## config.mk

```make
export PLATFORM = sky130hd
export DESIGN_NAME = servo_protection_alarms
export DESIGN_NICKNAME = d
export VERILOG_FILES = /design/src/core/servo_protection_alarms_pkg.sv /design/src/core/servo_protection_alarms.sv
export VERILOG_INCLUDE_DIRS = /design/src /design/src/core
export SDC_FILE = /design/constraint.sdc
export NUM_CORES = 1
export LEC_CHECK = 0
export BUFFER_PORTS_ARGS = -buffer_cell sky130_fd_sc_hd__buf_2
export CAP_MARGIN = 20
export CORE_MARGIN = 5
export CORE_UTILIZATION = 51
export CTS_BUF_LIST = sky130_fd_sc_hd__clkbuf_8
export DETAILED_ROUTE_END_ITERATION = 8
export PLACE_DENSITY = 0.85
export SLEW_MARGIN = 25
export SYNTH_ARGS = -nofsm -noshare
export SYNTH_HDL_FRONTEND = slang
export SYNTH_SLANG_ARGS = --single-unit
```

## constraint.sdc

```tcl
create_clock -name ref_clk -period 4.1 [get_ports ref_clk]
set_input_delay 0.615 -clock ref_clk [delete_from_list [all_inputs] [get_ports ref_clk]]
set_output_delay 0.615 -clock ref_clk [all_outputs]
set_load 0.01 [all_outputs]
```

## src/core/servo_protection_alarms_defines.svh

```systemverilog
// What this block does
// - A bad function assignment on the three latch-correction pins raises alarm 33 sub 8.
// - The latch alarm is flagged when trigger A is not on input five or trigger B not on six.
// - The latch alarm is flagged for origin on six or seven, positive limit on five or seven, negative limit on five or six.
// - The latch alarm is flagged when a latch-pin function uses normally-closed contact logic.
// - The latch alarm is flagged when a latch-pin function is unassigned in any control mode.
// - Position outside the working range raises alarm 34 sub 0, and a range of zero disables it.
// - Corrupted parameter storage found at power-on raises alarm 36 with sub 0, 1 or 2.
// - Corrupted write-check data found at power-on raises alarm 37 with sub 0, 1 or 2.
// - With travel-inhibit setting 0, both limit inputs active together raise alarm 38 sub 0.
// - With travel-inhibit setting 2, either limit input active raises alarm 38 sub 0.
// - With setting 0 or 1, a service command with link off and a limit active, or a limit rising during service operation, raises 38 sub 1.
// - Positive limit on input six or negative limit on input seven with setting not 1 raises 38 sub 2.
// - Encoder backup supply collapse raises alarm 40 sub 0, held until the absolute encoder is cleared.
// - Multi-turn counter overflow of the absolute encoder raises alarm 41 sub 0.
// - An incremental encoder initialization failure raises alarm 43 sub 0.
`ifndef SERVO_PROTECTION_ALARMS_DEFINES_SVH
`define SERVO_PROTECTION_ALARMS_DEFINES_SVH

// ==========================================================
// Register map
`define OFS_CTRL   12'h000
`define OFS_MAP    12'h004
`define OFS_MODE   12'h008
`define OFS_RANGE  12'h00C
`define OFS_STS    12'h010
`define OFS_MASK   12'h014
`define OFS_ALARM  12'h018

// ==========================================================
// Fields
`define CTRL_SET_LO   0
`define CTRL_CLR      8
`define CTRL_ABS_CLR  9
`define MAP_NC_LO     10
`define ALARM_VALID   16
`define MODE_ALL      3'h7

`define PIN_NONE   2'h0
`define PIN_FIVE   2'h1
`define PIN_SIX    2'h2
`define PIN_SEVEN  2'h3

`define FN_A     0
`define FN_B     1
`define FN_ORG   2
`define FN_POS   3
`define FN_NEG   4
`define NFN      5

// ==========================================================
// Fault indices, lowest index has highest priority
`define F_LATCH    0
`define F_RANGE    1
`define F_PARAM    2
`define F_CHECK    3
`define F_OT_LIM   4
`define F_OT_SVC   5
`define F_OT_MAP   6
`define F_ABS_DN   7
`define F_ABS_CNT  8
`define F_ABS_OVS  9
`define F_INC_INI  10
`define NFAULT     11

// ==========================================================
// Alarm numbers
`define M_LATCH    8'h21
`define M_RANGE    8'h22
`define M_PARAM    8'h24
`define M_CHECK    8'h25
`define M_OT       8'h26
`define M_ABS_DN   8'h28
`define M_ABS_CNT  8'h29
`define M_ABS_OVS  8'h2A
`define M_INC_INI  8'h2B
`define S_LATCH    8'h08

`endif

```

## src/core/servo_protection_alarms_pkg.sv

```systemverilog
`include "servo_protection_alarms_defines.svh"

package servo_protection_alarms_pkg;

    // ======================================================
    // Carriers
    typedef struct packed {
        logic [7:0] main;
        logic [7:0] sub;
    } alarm_code_t;

    typedef struct packed {
        logic backup_fail;
        logic multiturn_over;
        logic batt_overspeed;
        logic inc_init_fail;
    } enc_status_t;

    typedef struct packed {
        logic       done;
        logic       param_bad;
        logic [1:0] param_sub;
        logic       check_bad;
        logic [1:0] check_sub;
    } nvm_report_t;

    typedef logic [`NFAULT-1:0] fault_vec_t;

endpackage : servo_protection_alarms_pkg

```

## src/core/servo_protection_alarms.sv

```systemverilog
// The register addresses and the APB interface to the registers were left to the implementer.
`timescale 1ns/1ps
`include "servo_protection_alarms_defines.svh"

module servo_protection_alarms
    import servo_protection_alarms_pkg::*;
(
    input  wire logic        ref_clk,
    input  wire logic        rst_n,
    input  wire logic        psel,
    input  wire logic        penable,
    input  wire logic        pwrite,
    input  wire logic [11:0] paddr,
    input  wire logic [31:0] pwdata,
    output logic      [31:0] prdata,
    output logic             pready,
    output logic             pslverr,
    input  wire logic        pos_limit_pin,
    input  wire logic        neg_limit_pin,
    input  wire logic        link_up,
    input  wire logic        svc_cmd,
    input  wire logic        svc_active,
    input  wire logic [31:0] motor_pos,
    input  wire nvm_report_t nvm,
    input  wire enc_status_t enc,
    output alarm_code_t      alarm,
    output logic             alarm_valid,
    output logic             abs_clear,
    output logic             alarm_irq
);

    // ======================================================
    // Decoding helpers
    function automatic logic [1:0] pin_of(
        input logic [9:0] m,
        input int         fn
    );
        pin_of = m[2*fn +: 2];
    endfunction : pin_of

    function automatic alarm_code_t code_of(
        input int         idx,
        input logic [1:0] psub,
        input logic [1:0] csub
    );
        alarm_code_t c;
        c = '{main: 8'h00, sub: 8'h00};
        case (idx)
            `F_LATCH:   c = '{main: `M_LATCH, sub: `S_LATCH};
            `F_RANGE:   c = '{main: `M_RANGE, sub: 8'h00};
            `F_PARAM:   c = '{main: `M_PARAM, sub: {6'h00, psub}};
            `F_CHECK:   c = '{main: `M_CHECK, sub: {6'h00, csub}};
            `F_OT_LIM:  c = '{main: `M_OT, sub: 8'h00};
            `F_OT_SVC:  c = '{main: `M_OT, sub: 8'h01};
            `F_OT_MAP:  c = '{main: `M_OT, sub: 8'h02};
            `F_ABS_DN:  c = '{main: `M_ABS_DN, sub: 8'h00};
            `F_ABS_CNT: c = '{main: `M_ABS_CNT, sub: 8'h00};
            `F_ABS_OVS: c = '{main: `M_ABS_OVS, sub: 8'h00};
            `F_INC_INI: c = '{main: `M_INC_INI, sub: 8'h00};
            default:    c = '{main: 8'h00, sub: 8'h00};
        endcase
        code_of = c;
    endfunction : code_of

    // ======================================================
    // Registers
    logic [1:0]     set_ff;
    logic [9:0]     map_ff;
    logic [4:0]     nc_ff;
    logic [14:0]    mode_ff;
    logic [31:0]    range_ff;
    fault_vec_t     sts_ff;
    fault_vec_t     mask_ff;
    alarm_code_t    alarm_ff;
    logic           valid_ff;
    logic           abs_clr_ff;
    logic [31:0]    rdata_ff;
    logic           param_bad_ff;
    logic           check_bad_ff;
    logic [1:0]     psub_ff;
    logic [1:0]     csub_ff;
    logic           abs_dn_ff;
    logic           abs_ovs_ff;
    logic           pos_s1_ff;
    logic           pos_s2_ff;
    logic           neg_s1_ff;
    logic           neg_s2_ff;
    logic           lim_prev_ff;

    // ======================================================
    // Bus decode
    wire            setup    = psel && !penable;
    wire            access   = psel && penable;
    wire            hit_ctrl = paddr == `OFS_CTRL;
    wire            hit_map  = paddr == `OFS_MAP;
    wire            hit_mode = paddr == `OFS_MODE;
    wire            hit_rng  = paddr == `OFS_RANGE;
    wire            hit_sts  = paddr == `OFS_STS;
    wire            hit_mask = paddr == `OFS_MASK;
    wire            hit_alm  = paddr == `OFS_ALARM;
    wire            mapped   = hit_ctrl | hit_map | hit_mode | hit_rng
                             | hit_sts | hit_mask | hit_alm;
    wire            wr       = access && pwrite && mapped;
    wire            wr_ctrl  = wr && hit_ctrl;
    wire            rd_sts   = access && !pwrite && hit_sts;
    wire            clr_req  = wr_ctrl && pwdata[`CTRL_CLR];
    wire            abs_req  = wr_ctrl && pwdata[`CTRL_ABS_CLR];

    wire [31:0]     rd_word =
          hit_ctrl ? {30'h0000_0000, set_ff}
        : hit_map  ? {17'h0_0000, nc_ff, map_ff}
        : hit_mode ? {17'h0_0000, mode_ff}
        : hit_rng  ? range_ff
        : hit_sts  ? {21'h00_0000, sts_ff}
        : hit_mask ? {21'h00_0000, mask_ff}
        : hit_alm  ? {15'h0000, valid_ff, alarm_ff}
        : 32'h0000_0000;

    assign pready  = 1'b1;
    assign pslverr = access && !mapped;
    assign prdata  = rdata_ff;

    // ======================================================
    // Limit pin synchronisers
    wire            pos_lim = pos_s2_ff;
    wire            neg_lim = neg_s2_ff;
    wire            lim_any = pos_lim || neg_lim;
    wire            lim_rise = lim_any && !lim_prev_ff;

    // ======================================================
    // Latch-pin assignment checks
    wire [1:0]      pin_a   = pin_of(map_ff, `FN_A);
    wire [1:0]      pin_b   = pin_of(map_ff, `FN_B);
    wire [1:0]      pin_org = pin_of(map_ff, `FN_ORG);
    wire [1:0]      pin_pos = pin_of(map_ff, `FN_POS);
    wire [1:0]      pin_neg = pin_of(map_ff, `FN_NEG);

    wire            bad_trig = pin_a != `PIN_FIVE
                            || pin_b != `PIN_SIX;
    wire            bad_pos  = (pin_org == `PIN_SIX)
                            || (pin_org == `PIN_SEVEN)
                            || (pin_pos == `PIN_FIVE)
                            || (pin_pos == `PIN_SEVEN)
                            || (pin_neg == `PIN_FIVE)
                            || (pin_neg == `PIN_SIX);

    logic [`NFN-1:0] nc_bad;
    logic [`NFN-1:0] mode_bad;

    genvar g;
    generate
        for (g = 0; g < `NFN; g++) begin : g_fn
            wire on_latch = pin_of(map_ff, g) != `PIN_NONE;
            assign nc_bad[g]   = on_latch && nc_ff[g];
            assign mode_bad[g] = on_latch
                              && mode_ff[3*g +: 3] != `MODE_ALL;
        end
    endgenerate

    // Any of the four causes shares one alarm code.
    wire            latch_err = bad_trig || bad_pos
                             || (|nc_bad) || (|mode_bad);

    // ======================================================
    // Working range and travel-inhibit checks
    wire [31:0]     pos_neg = ~motor_pos + 32'h0000_0001;
    wire [31:0]     pos_mag = motor_pos[31] ? pos_neg : motor_pos;
    wire            range_err = (range_ff != 32'h0000_0000)
                             && (pos_mag > range_ff);

    wire            ot_lim = (set_ff == 2'h0 && pos_lim && neg_lim)
                          || (set_ff == 2'h2 && lim_any);
    wire            svc_mode = set_ff == 2'h0 || set_ff == 2'h1;
    wire            ot_svc = svc_mode
                          && ((svc_cmd && !link_up && lim_any)
                          ||  (svc_active && lim_rise));
    wire            ot_map = set_ff != 2'h1
                          && (pin_pos == `PIN_SIX || pin_neg == `PIN_SEVEN);

    // ======================================================
    // Fault vector and priority select
    fault_vec_t     cond;

    assign cond[`F_LATCH]   = latch_err;
    assign cond[`F_RANGE]   = range_err;
    assign cond[`F_PARAM]   = param_bad_ff;
    assign cond[`F_CHECK]   = check_bad_ff;
    assign cond[`F_OT_LIM]  = ot_lim;
    assign cond[`F_OT_SVC]  = ot_svc;
    assign cond[`F_OT_MAP]  = ot_map;
    assign cond[`F_ABS_DN]  = abs_dn_ff || enc.backup_fail;
    assign cond[`F_ABS_CNT] = enc.multiturn_over;
    assign cond[`F_ABS_OVS] = abs_ovs_ff || enc.batt_overspeed;
    assign cond[`F_INC_INI] = enc.inc_init_fail;

    wire            any_cond = |cond;

    alarm_code_t    first_code;

    always_comb begin
        first_code = '{main: 8'h00, sub: 8'h00};
        for (int i = `NFAULT - 1; i >= 0; i--) begin
            if (cond[i]) begin
                first_code = code_of(i, psub_ff, csub_ff);
            end
        end
    end

    // A clear only succeeds while no cause is still present, so a cause present
    // in the clearing cycle keeps the alarm standing; a limit pin change or storage report arriving then counts only once registered.
    wire            clr_ok = clr_req && !any_cond;

    alarm_code_t    nxt_alarm;
    logic           nxt_valid;

    assign nxt_valid = valid_ff ? !clr_ok : any_cond;
    assign nxt_alarm = (!valid_ff && any_cond) ? first_code : alarm_ff;

    // Sticky status: the set term is ORed last so it wins over a read-clear.
    fault_vec_t     nxt_sts;
    assign nxt_sts = (rd_sts ? '0 : sts_ff) | cond;

    assign alarm       = alarm_ff;
    assign alarm_valid = valid_ff;
    assign abs_clear   = abs_clr_ff;
    assign alarm_irq   = |(sts_ff & mask_ff);

    // ======================================================
    // Software registers
    always_ff @(posedge ref_clk) begin
        if (!rst_n) begin
            set_ff   <= 2'h0;
            map_ff   <= 10'h000;
            nc_ff    <= 5'h00;
            mode_ff  <= 15'h0000;
            range_ff <= 32'h0000_0000;
            mask_ff  <= '0;
            rdata_ff <= 32'h0000_0000;
        end else begin
            if (wr_ctrl)
                set_ff <= pwdata[`CTRL_SET_LO +: 2];
            if (wr && hit_map) begin
                map_ff <= pwdata[9:0];
                nc_ff  <= pwdata[`MAP_NC_LO +: `NFN];
            end
            if (wr && hit_mode)
                mode_ff <= pwdata[14:0];
            if (wr && hit_rng)
                range_ff <= pwdata;
            if (wr && hit_mask)
                mask_ff <= pwdata[`NFAULT-1:0];
            if (setup && !pwrite)
                rdata_ff <= rd_word;
        end
    end

    // ======================================================
    // Alarm state
    always_ff @(posedge ref_clk) begin
        if (!rst_n) begin
            sts_ff     <= '0;
            alarm_ff   <= '{main: 8'h00, sub: 8'h00};
            valid_ff   <= 1'b0;
            abs_clr_ff <= 1'b0;
        end else begin
            sts_ff     <= nxt_sts;
            alarm_ff   <= nxt_alarm;
            valid_ff   <= nxt_valid;
            abs_clr_ff <= abs_req;
        end
    end

    // Power-on storage results are captured on every cycle with nvm.done high and kept until reset,
    // since the corrupted data does not heal by itself.
    always_ff @(posedge ref_clk) begin
        if (!rst_n) begin
            param_bad_ff <= 1'b0;
            check_bad_ff <= 1'b0;
            psub_ff      <= 2'h0;
            csub_ff      <= 2'h0;
        end else if (nvm.done) begin
            if (nvm.param_bad) begin
                param_bad_ff <= 1'b1;
                psub_ff      <= nvm.param_sub;
            end
            if (nvm.check_bad) begin
                check_bad_ff <= 1'b1;
                csub_ff      <= nvm.check_sub;
            end
        end
    end

    // Encoder battery faults hold until an absolute clear; a new report
    // in the clearing cycle wins.
    always_ff @(posedge ref_clk) begin
        if (!rst_n) begin
            abs_dn_ff  <= 1'b0;
            abs_ovs_ff <= 1'b0;
        end else begin
            abs_dn_ff  <= enc.backup_fail
                       || (abs_dn_ff && !abs_req);
            abs_ovs_ff <= enc.batt_overspeed
                       || (abs_ovs_ff && !abs_req);
        end
    end

    always_ff @(posedge ref_clk) begin
        if (!rst_n) begin
            pos_s1_ff   <= 1'b0;
            pos_s2_ff   <= 1'b0;
            neg_s1_ff   <= 1'b0;
            neg_s2_ff   <= 1'b0;
            lim_prev_ff <= 1'b0;
        end else begin
            pos_s1_ff   <= pos_limit_pin;
            pos_s2_ff   <= pos_s1_ff;
            neg_s1_ff   <= neg_limit_pin;
            neg_s2_ff   <= neg_s1_ff;
            lim_prev_ff <= lim_any;
        end
    end
endmodule : servo_protection_alarms

```

==> flow_metrics.py <==
metrics = {
    "logic_synthesis": {
        "ys_seq_elements": 141,
        "postSynthCellCount": 910,
        "number_of_enable_flip_flop_cells_after_synthesis": 0,
        "async_reset_ff_share_pct": 0,
        "yosys_warnings": 0,
        "syn_area_sq_mm": 0.00751,
        "synth_top_flop_cell": "sky130_fd_sc_hd__dfxtp_1",
        "seq_area_frac_synth_pct": 37.6,
        "synth_area_leaders": "sky130_fd_sc_hd__dfxtp_1 38%, sky130_fd_sc_hd__mux2i_1 6.5%, sky130_fd_sc_hd__nand2_1 6.0%, sky130_fd_sc_hd__ha_1 5.5%, sky130_fd_sc_hd__a21oi_1 5.5%",
        "synth_cell_type_count": 67,
        "post-synth-top-area-cell": "sky130_fd_sc_hd__dfxtp_1",
        "synth_top_area_share_pct": 37.6,
        "post_synthesis_area_per_instance_sq_um": 8.26,
    },
    "finish": {
        "multi_input_logic_area_sq_mm": 0.00432,
        "layout.cells.most_common": "sky130_fd_sc_hd__dfxtp_1",
        "share_of_final_layout_standard_cells_stronger_than_drive_strength_1_pct": 21.6,
        "final_area_sq_mm": 0.00899,
        "flow.area_growth_from_synthesis_pct": 19.6,
        "layout_nets": 1183,
        "layout_common_cells": "141 x sky130_fd_sc_hd__dfxtp_1, 140 x sky130_fd_sc_hd__buf_2, 121 x sky130_fd_sc_hd__nand2_1",
        "antenna_cells": 0,
        "fillerInstances": 1237,
        "sequential_cell_area_sq_mm": 0.00282,
        "layout.cells.non_filler": 1249,
    },
    "power_and_ir_drop": {
        "p_total_mw": 3.14,
        "cellLeakagePower_nw": 3.47,
        "seq_power_share_pct": 44.8,
        "power_report.internal_total_mw": 2.38,
        "power.share.switching_pct": 24.4,
        "comb_power_share_pct": 10.7,
        "worst_ir_drop_vdd_uv": 188,
        "power.switching_mw": 0.766,
        "cellPowerDensity_mw_per_mm2": 349,
        "clockPowerShare_pct": 44.5,
    },
    "routing": {
        "wl_per_cell_um": 18.8,
        "detail_route.drc_violations": 0,
        "detail-route-antenna-nets": 0,
        "routed_via_density": 6.05,
        "first_pass_iters": 6,
        "drt-initial-drc-count": 1099,
        "routed_wl_um": 23400,
        "dr_total_vias": 7561,
    },
    "timing": {
        "unrepaired_setup_endpoints_after_global_routing": "no",
        "worstMarginPinSlew_ns": 0.969,
        "clock-skew-final_ns": 0.0138,
        "fin_tns_setup_ns": 0,
        "post-route-min-period_ns": 3.90,
        "hold_viol": 0,
        "achievable-frequency_ghz": 0.256,
        "report.final.slew_viol_count": 0,
        "timing.final.crit_share_pct": 95.1,
        "timing.max_slew.rel_slack_pct": 35.4,
        "setup-violations-final": 0,
        "finalWorstSetupSlack_ns": 0.199,
    },
    "floorplan": {
        "die_height_um": 131,
        "initial_core_util_pct": 51.9,
        "placeableCoreArea_sq_mm": 0.0145,
        "ports_placed_on_the_boundary": 150,
        "dieArea_sq_mm": 0.0173,
        "num_rows": 44,
        "die-width_um": 131,
    },
    "clock_tree": {
        "clkSinkCount": 141,
        "max-clock-path-buffers": 2,
        "tritoncts_clock_tree": "yes",
        "post-cts-setup-buffers": 0,
        "clock-root-buffer": "sky130_fd_sc_hd__clkbuf_8",
        "insertion_delay_ns": 0.45,
        "clk_transition_reported_paths_ns": 0.08,
        "cts_hold_buf": 0,
        "h-tree-depth": 4,
        "tritoncts.num_buffers": 17,
        "cts_resized": 0,
    },
    "setup_path": {
        "ff2ff_path_depth": 9,
        "cp-startpoint": "motor_pos[9]",
        "critPathMaxFanout": 4,
        "end_point_of_the_critical_path": "alarm[8]$_SDFFE_PN0P_",
        "worstPathArrival_ns": 4.29,
        "timing.critical_path.required_ns": 4.49,
        "worst-setup-path-type": "input pin to flop",
        "worst_setup_path_end_kind": "flop",
        "cpMaxStageDelayCell": "sky130_fd_sc_hd__or4_4",
        "path_cells": "buf_2 > or3_4 > or4_4 > or3_4 > nand2b_4 > o41ai_2 > xnor2_1 > ha_1 > nand4_1 > nor3_1 > nor4b_2 > nor3_1 > buf_4 > a221oi_1 > o21a_1",
        "slowest_delay_ns": 0.44,
        "setup_slack_of_the_most_critical_reg_to_reg_path_ns": 1.43,
        "r2r_end": "alarm[8]$_SDFFE_PN0P_",
        "worstSetupStartpointType": "input pin",
        "regToRegStartpoint": "range_ff[15]$_SDFFE_PN0P_",
    },
    "place": {
        "cell_count_post_placement": 1217,
        "place_area_sq_mm": 0.00846,
        "dp_slack_ns": -0.289,
        "hpwl_um": 17200,
        "gp_congestion": 0.953,
        "numPortBuffers": 140,
    },
    "hold_path": {
        "timing.hold.worst.class": "input pin to flop",
    },
    "job": {
        "max_cap_violations": 0,
    },
    "global_route": {
        "grtUsageMet3_pct": 7.45,
        "gr-usage-met1_pct": 34.0,
        "gr-max-usage-layer": "met2",
        "grt_use_met2_pct": 39.3,
        "grt_pass1_wl_um": 36800,
        "grt_antenna_before_repair": 0,
        "global_route.usage.total_pct": 26.1,
        "via_count_of_the_first_global_routing_pass": 7111,
        "gr-total-overflow": 0,
        "grt_max_degree": 101,
    },
    "run_status": {
        "run_status": "complete, no violations",
    },
}
## cell families after synthesis
family,synth area share (%)
XOR/XNOR,3.38
adder cells (fa/ha/maj),5.49
buffers and inverters,5.58
AND/OR/NAND/NOR,20.9
AO/OA/AOI/OAI,20.1
flip-flops,37.6
multiplexers,6.83
other,0.0999
## critical path, delay by kind of cell
kind	cells	cell delay [ns]
compound gates	3	0.68
xor+xnor	1	0.12
fa+ha+maj	1	0.31
buf+inv	2	0.28
simple gates	8	2.29
## metrics by stage
step,hold slack [ns],util [%]
after global placement,0.416,58.5
final,0.367,62.1
after global routing,0.353,62.1
after CTS,0.341,61.9
after detailed placement,0.425,58.5
after floorplan,0.412,-
## area by class of cell
type,instances,share of cell area (%)
Tap cell,184,2.56
Sequential cell,141,31.4
Clock buffer,17,2.60
Inverter,41,1.73
Multi-Input combinational cell,678,48.0
Clock inverter,14,2.92
Timing Repair Buffer,174,10.8
## power by group through the flow
stage               Combinational (mW)  Sequential (mW)  Clock (mW)
floorplan                        0.200             1.43           0
global placement                 0.319             1.44           0
detailed placement               0.326             1.44           0
CTS                              0.329             1.41        1.41
global route                     0.370             1.41        1.47
finish                           0.337             1.41        1.40
## cells in the mapped netlist (9+ instances only)
cell	number
sky130_fd_sc_hd__dfxtp_1	141
sky130_fd_sc_hd__nand2_1	121
sky130_fd_sc_hd__nor2_1	96
sky130_fd_sc_hd__a21oi_1	82
sky130_fd_sc_hd__mux2i_1	49
sky130_fd_sc_hd__clkbuf_1	41
sky130_fd_sc_hd__inv_1	41
sky130_fd_sc_hd__ha_1	33
sky130_fd_sc_hd__xnor2_1	29
sky130_fd_sc_hd__o21ai_0	28
sky130_fd_sc_hd__a22oi_1	22
sky130_fd_sc_hd__nand3_1	20
sky130_fd_sc_hd__o31ai_1	12
sky130_fd_sc_hd__buf_4	11
sky130_fd_sc_hd__nand4_1	11
sky130_fd_sc_hd__nor4_1	11
sky130_fd_sc_hd__o22ai_1	11
sky130_fd_sc_hd__a21o_1	10
sky130_fd_sc_hd__a221oi_1	9
## worst min path at each step
stage	cells after the start	endpoint	slack (ns)	from
floorplan	1	neg_lim$_SDFF_PN0_	0.41	neg_s1_ff$_SDFF_PN0_
global placement	1	pos_lim$_SDFF_PN0_	0.42	pos_s1_ff$_SDFF_PN0_
detailed placement	1	neg_lim$_SDFF_PN0_	0.42	neg_s1_ff$_SDFF_PN0_
CTS	2	neg_s1_ff$_SDFF_PN0_	0.34	neg_limit_pin
global route	2	pos_s1_ff$_SDFF_PN0_	0.35	pos_limit_pin
finish	2	neg_s1_ff$_SDFF_PN0_	0.37	neg_limit_pin
## registers in the layout, summed over array words and instances (netlist names), 2 cells and up
name	count
csub_ff	2
nc_ff	5
mode_ff	15
prdata	32
set_ff	2
range_ff	32
psub_ff	2
mask_ff	11
alarm	8
map_ff	10
sts_ff	11
## metal layers
metal	up-vias	part of all wire, %
li1	3529	-
met1	3493	40
met2	442	45
met3	97	10
met4	0	4.6
met5	-	0
(Power assumes the default switching activity.)
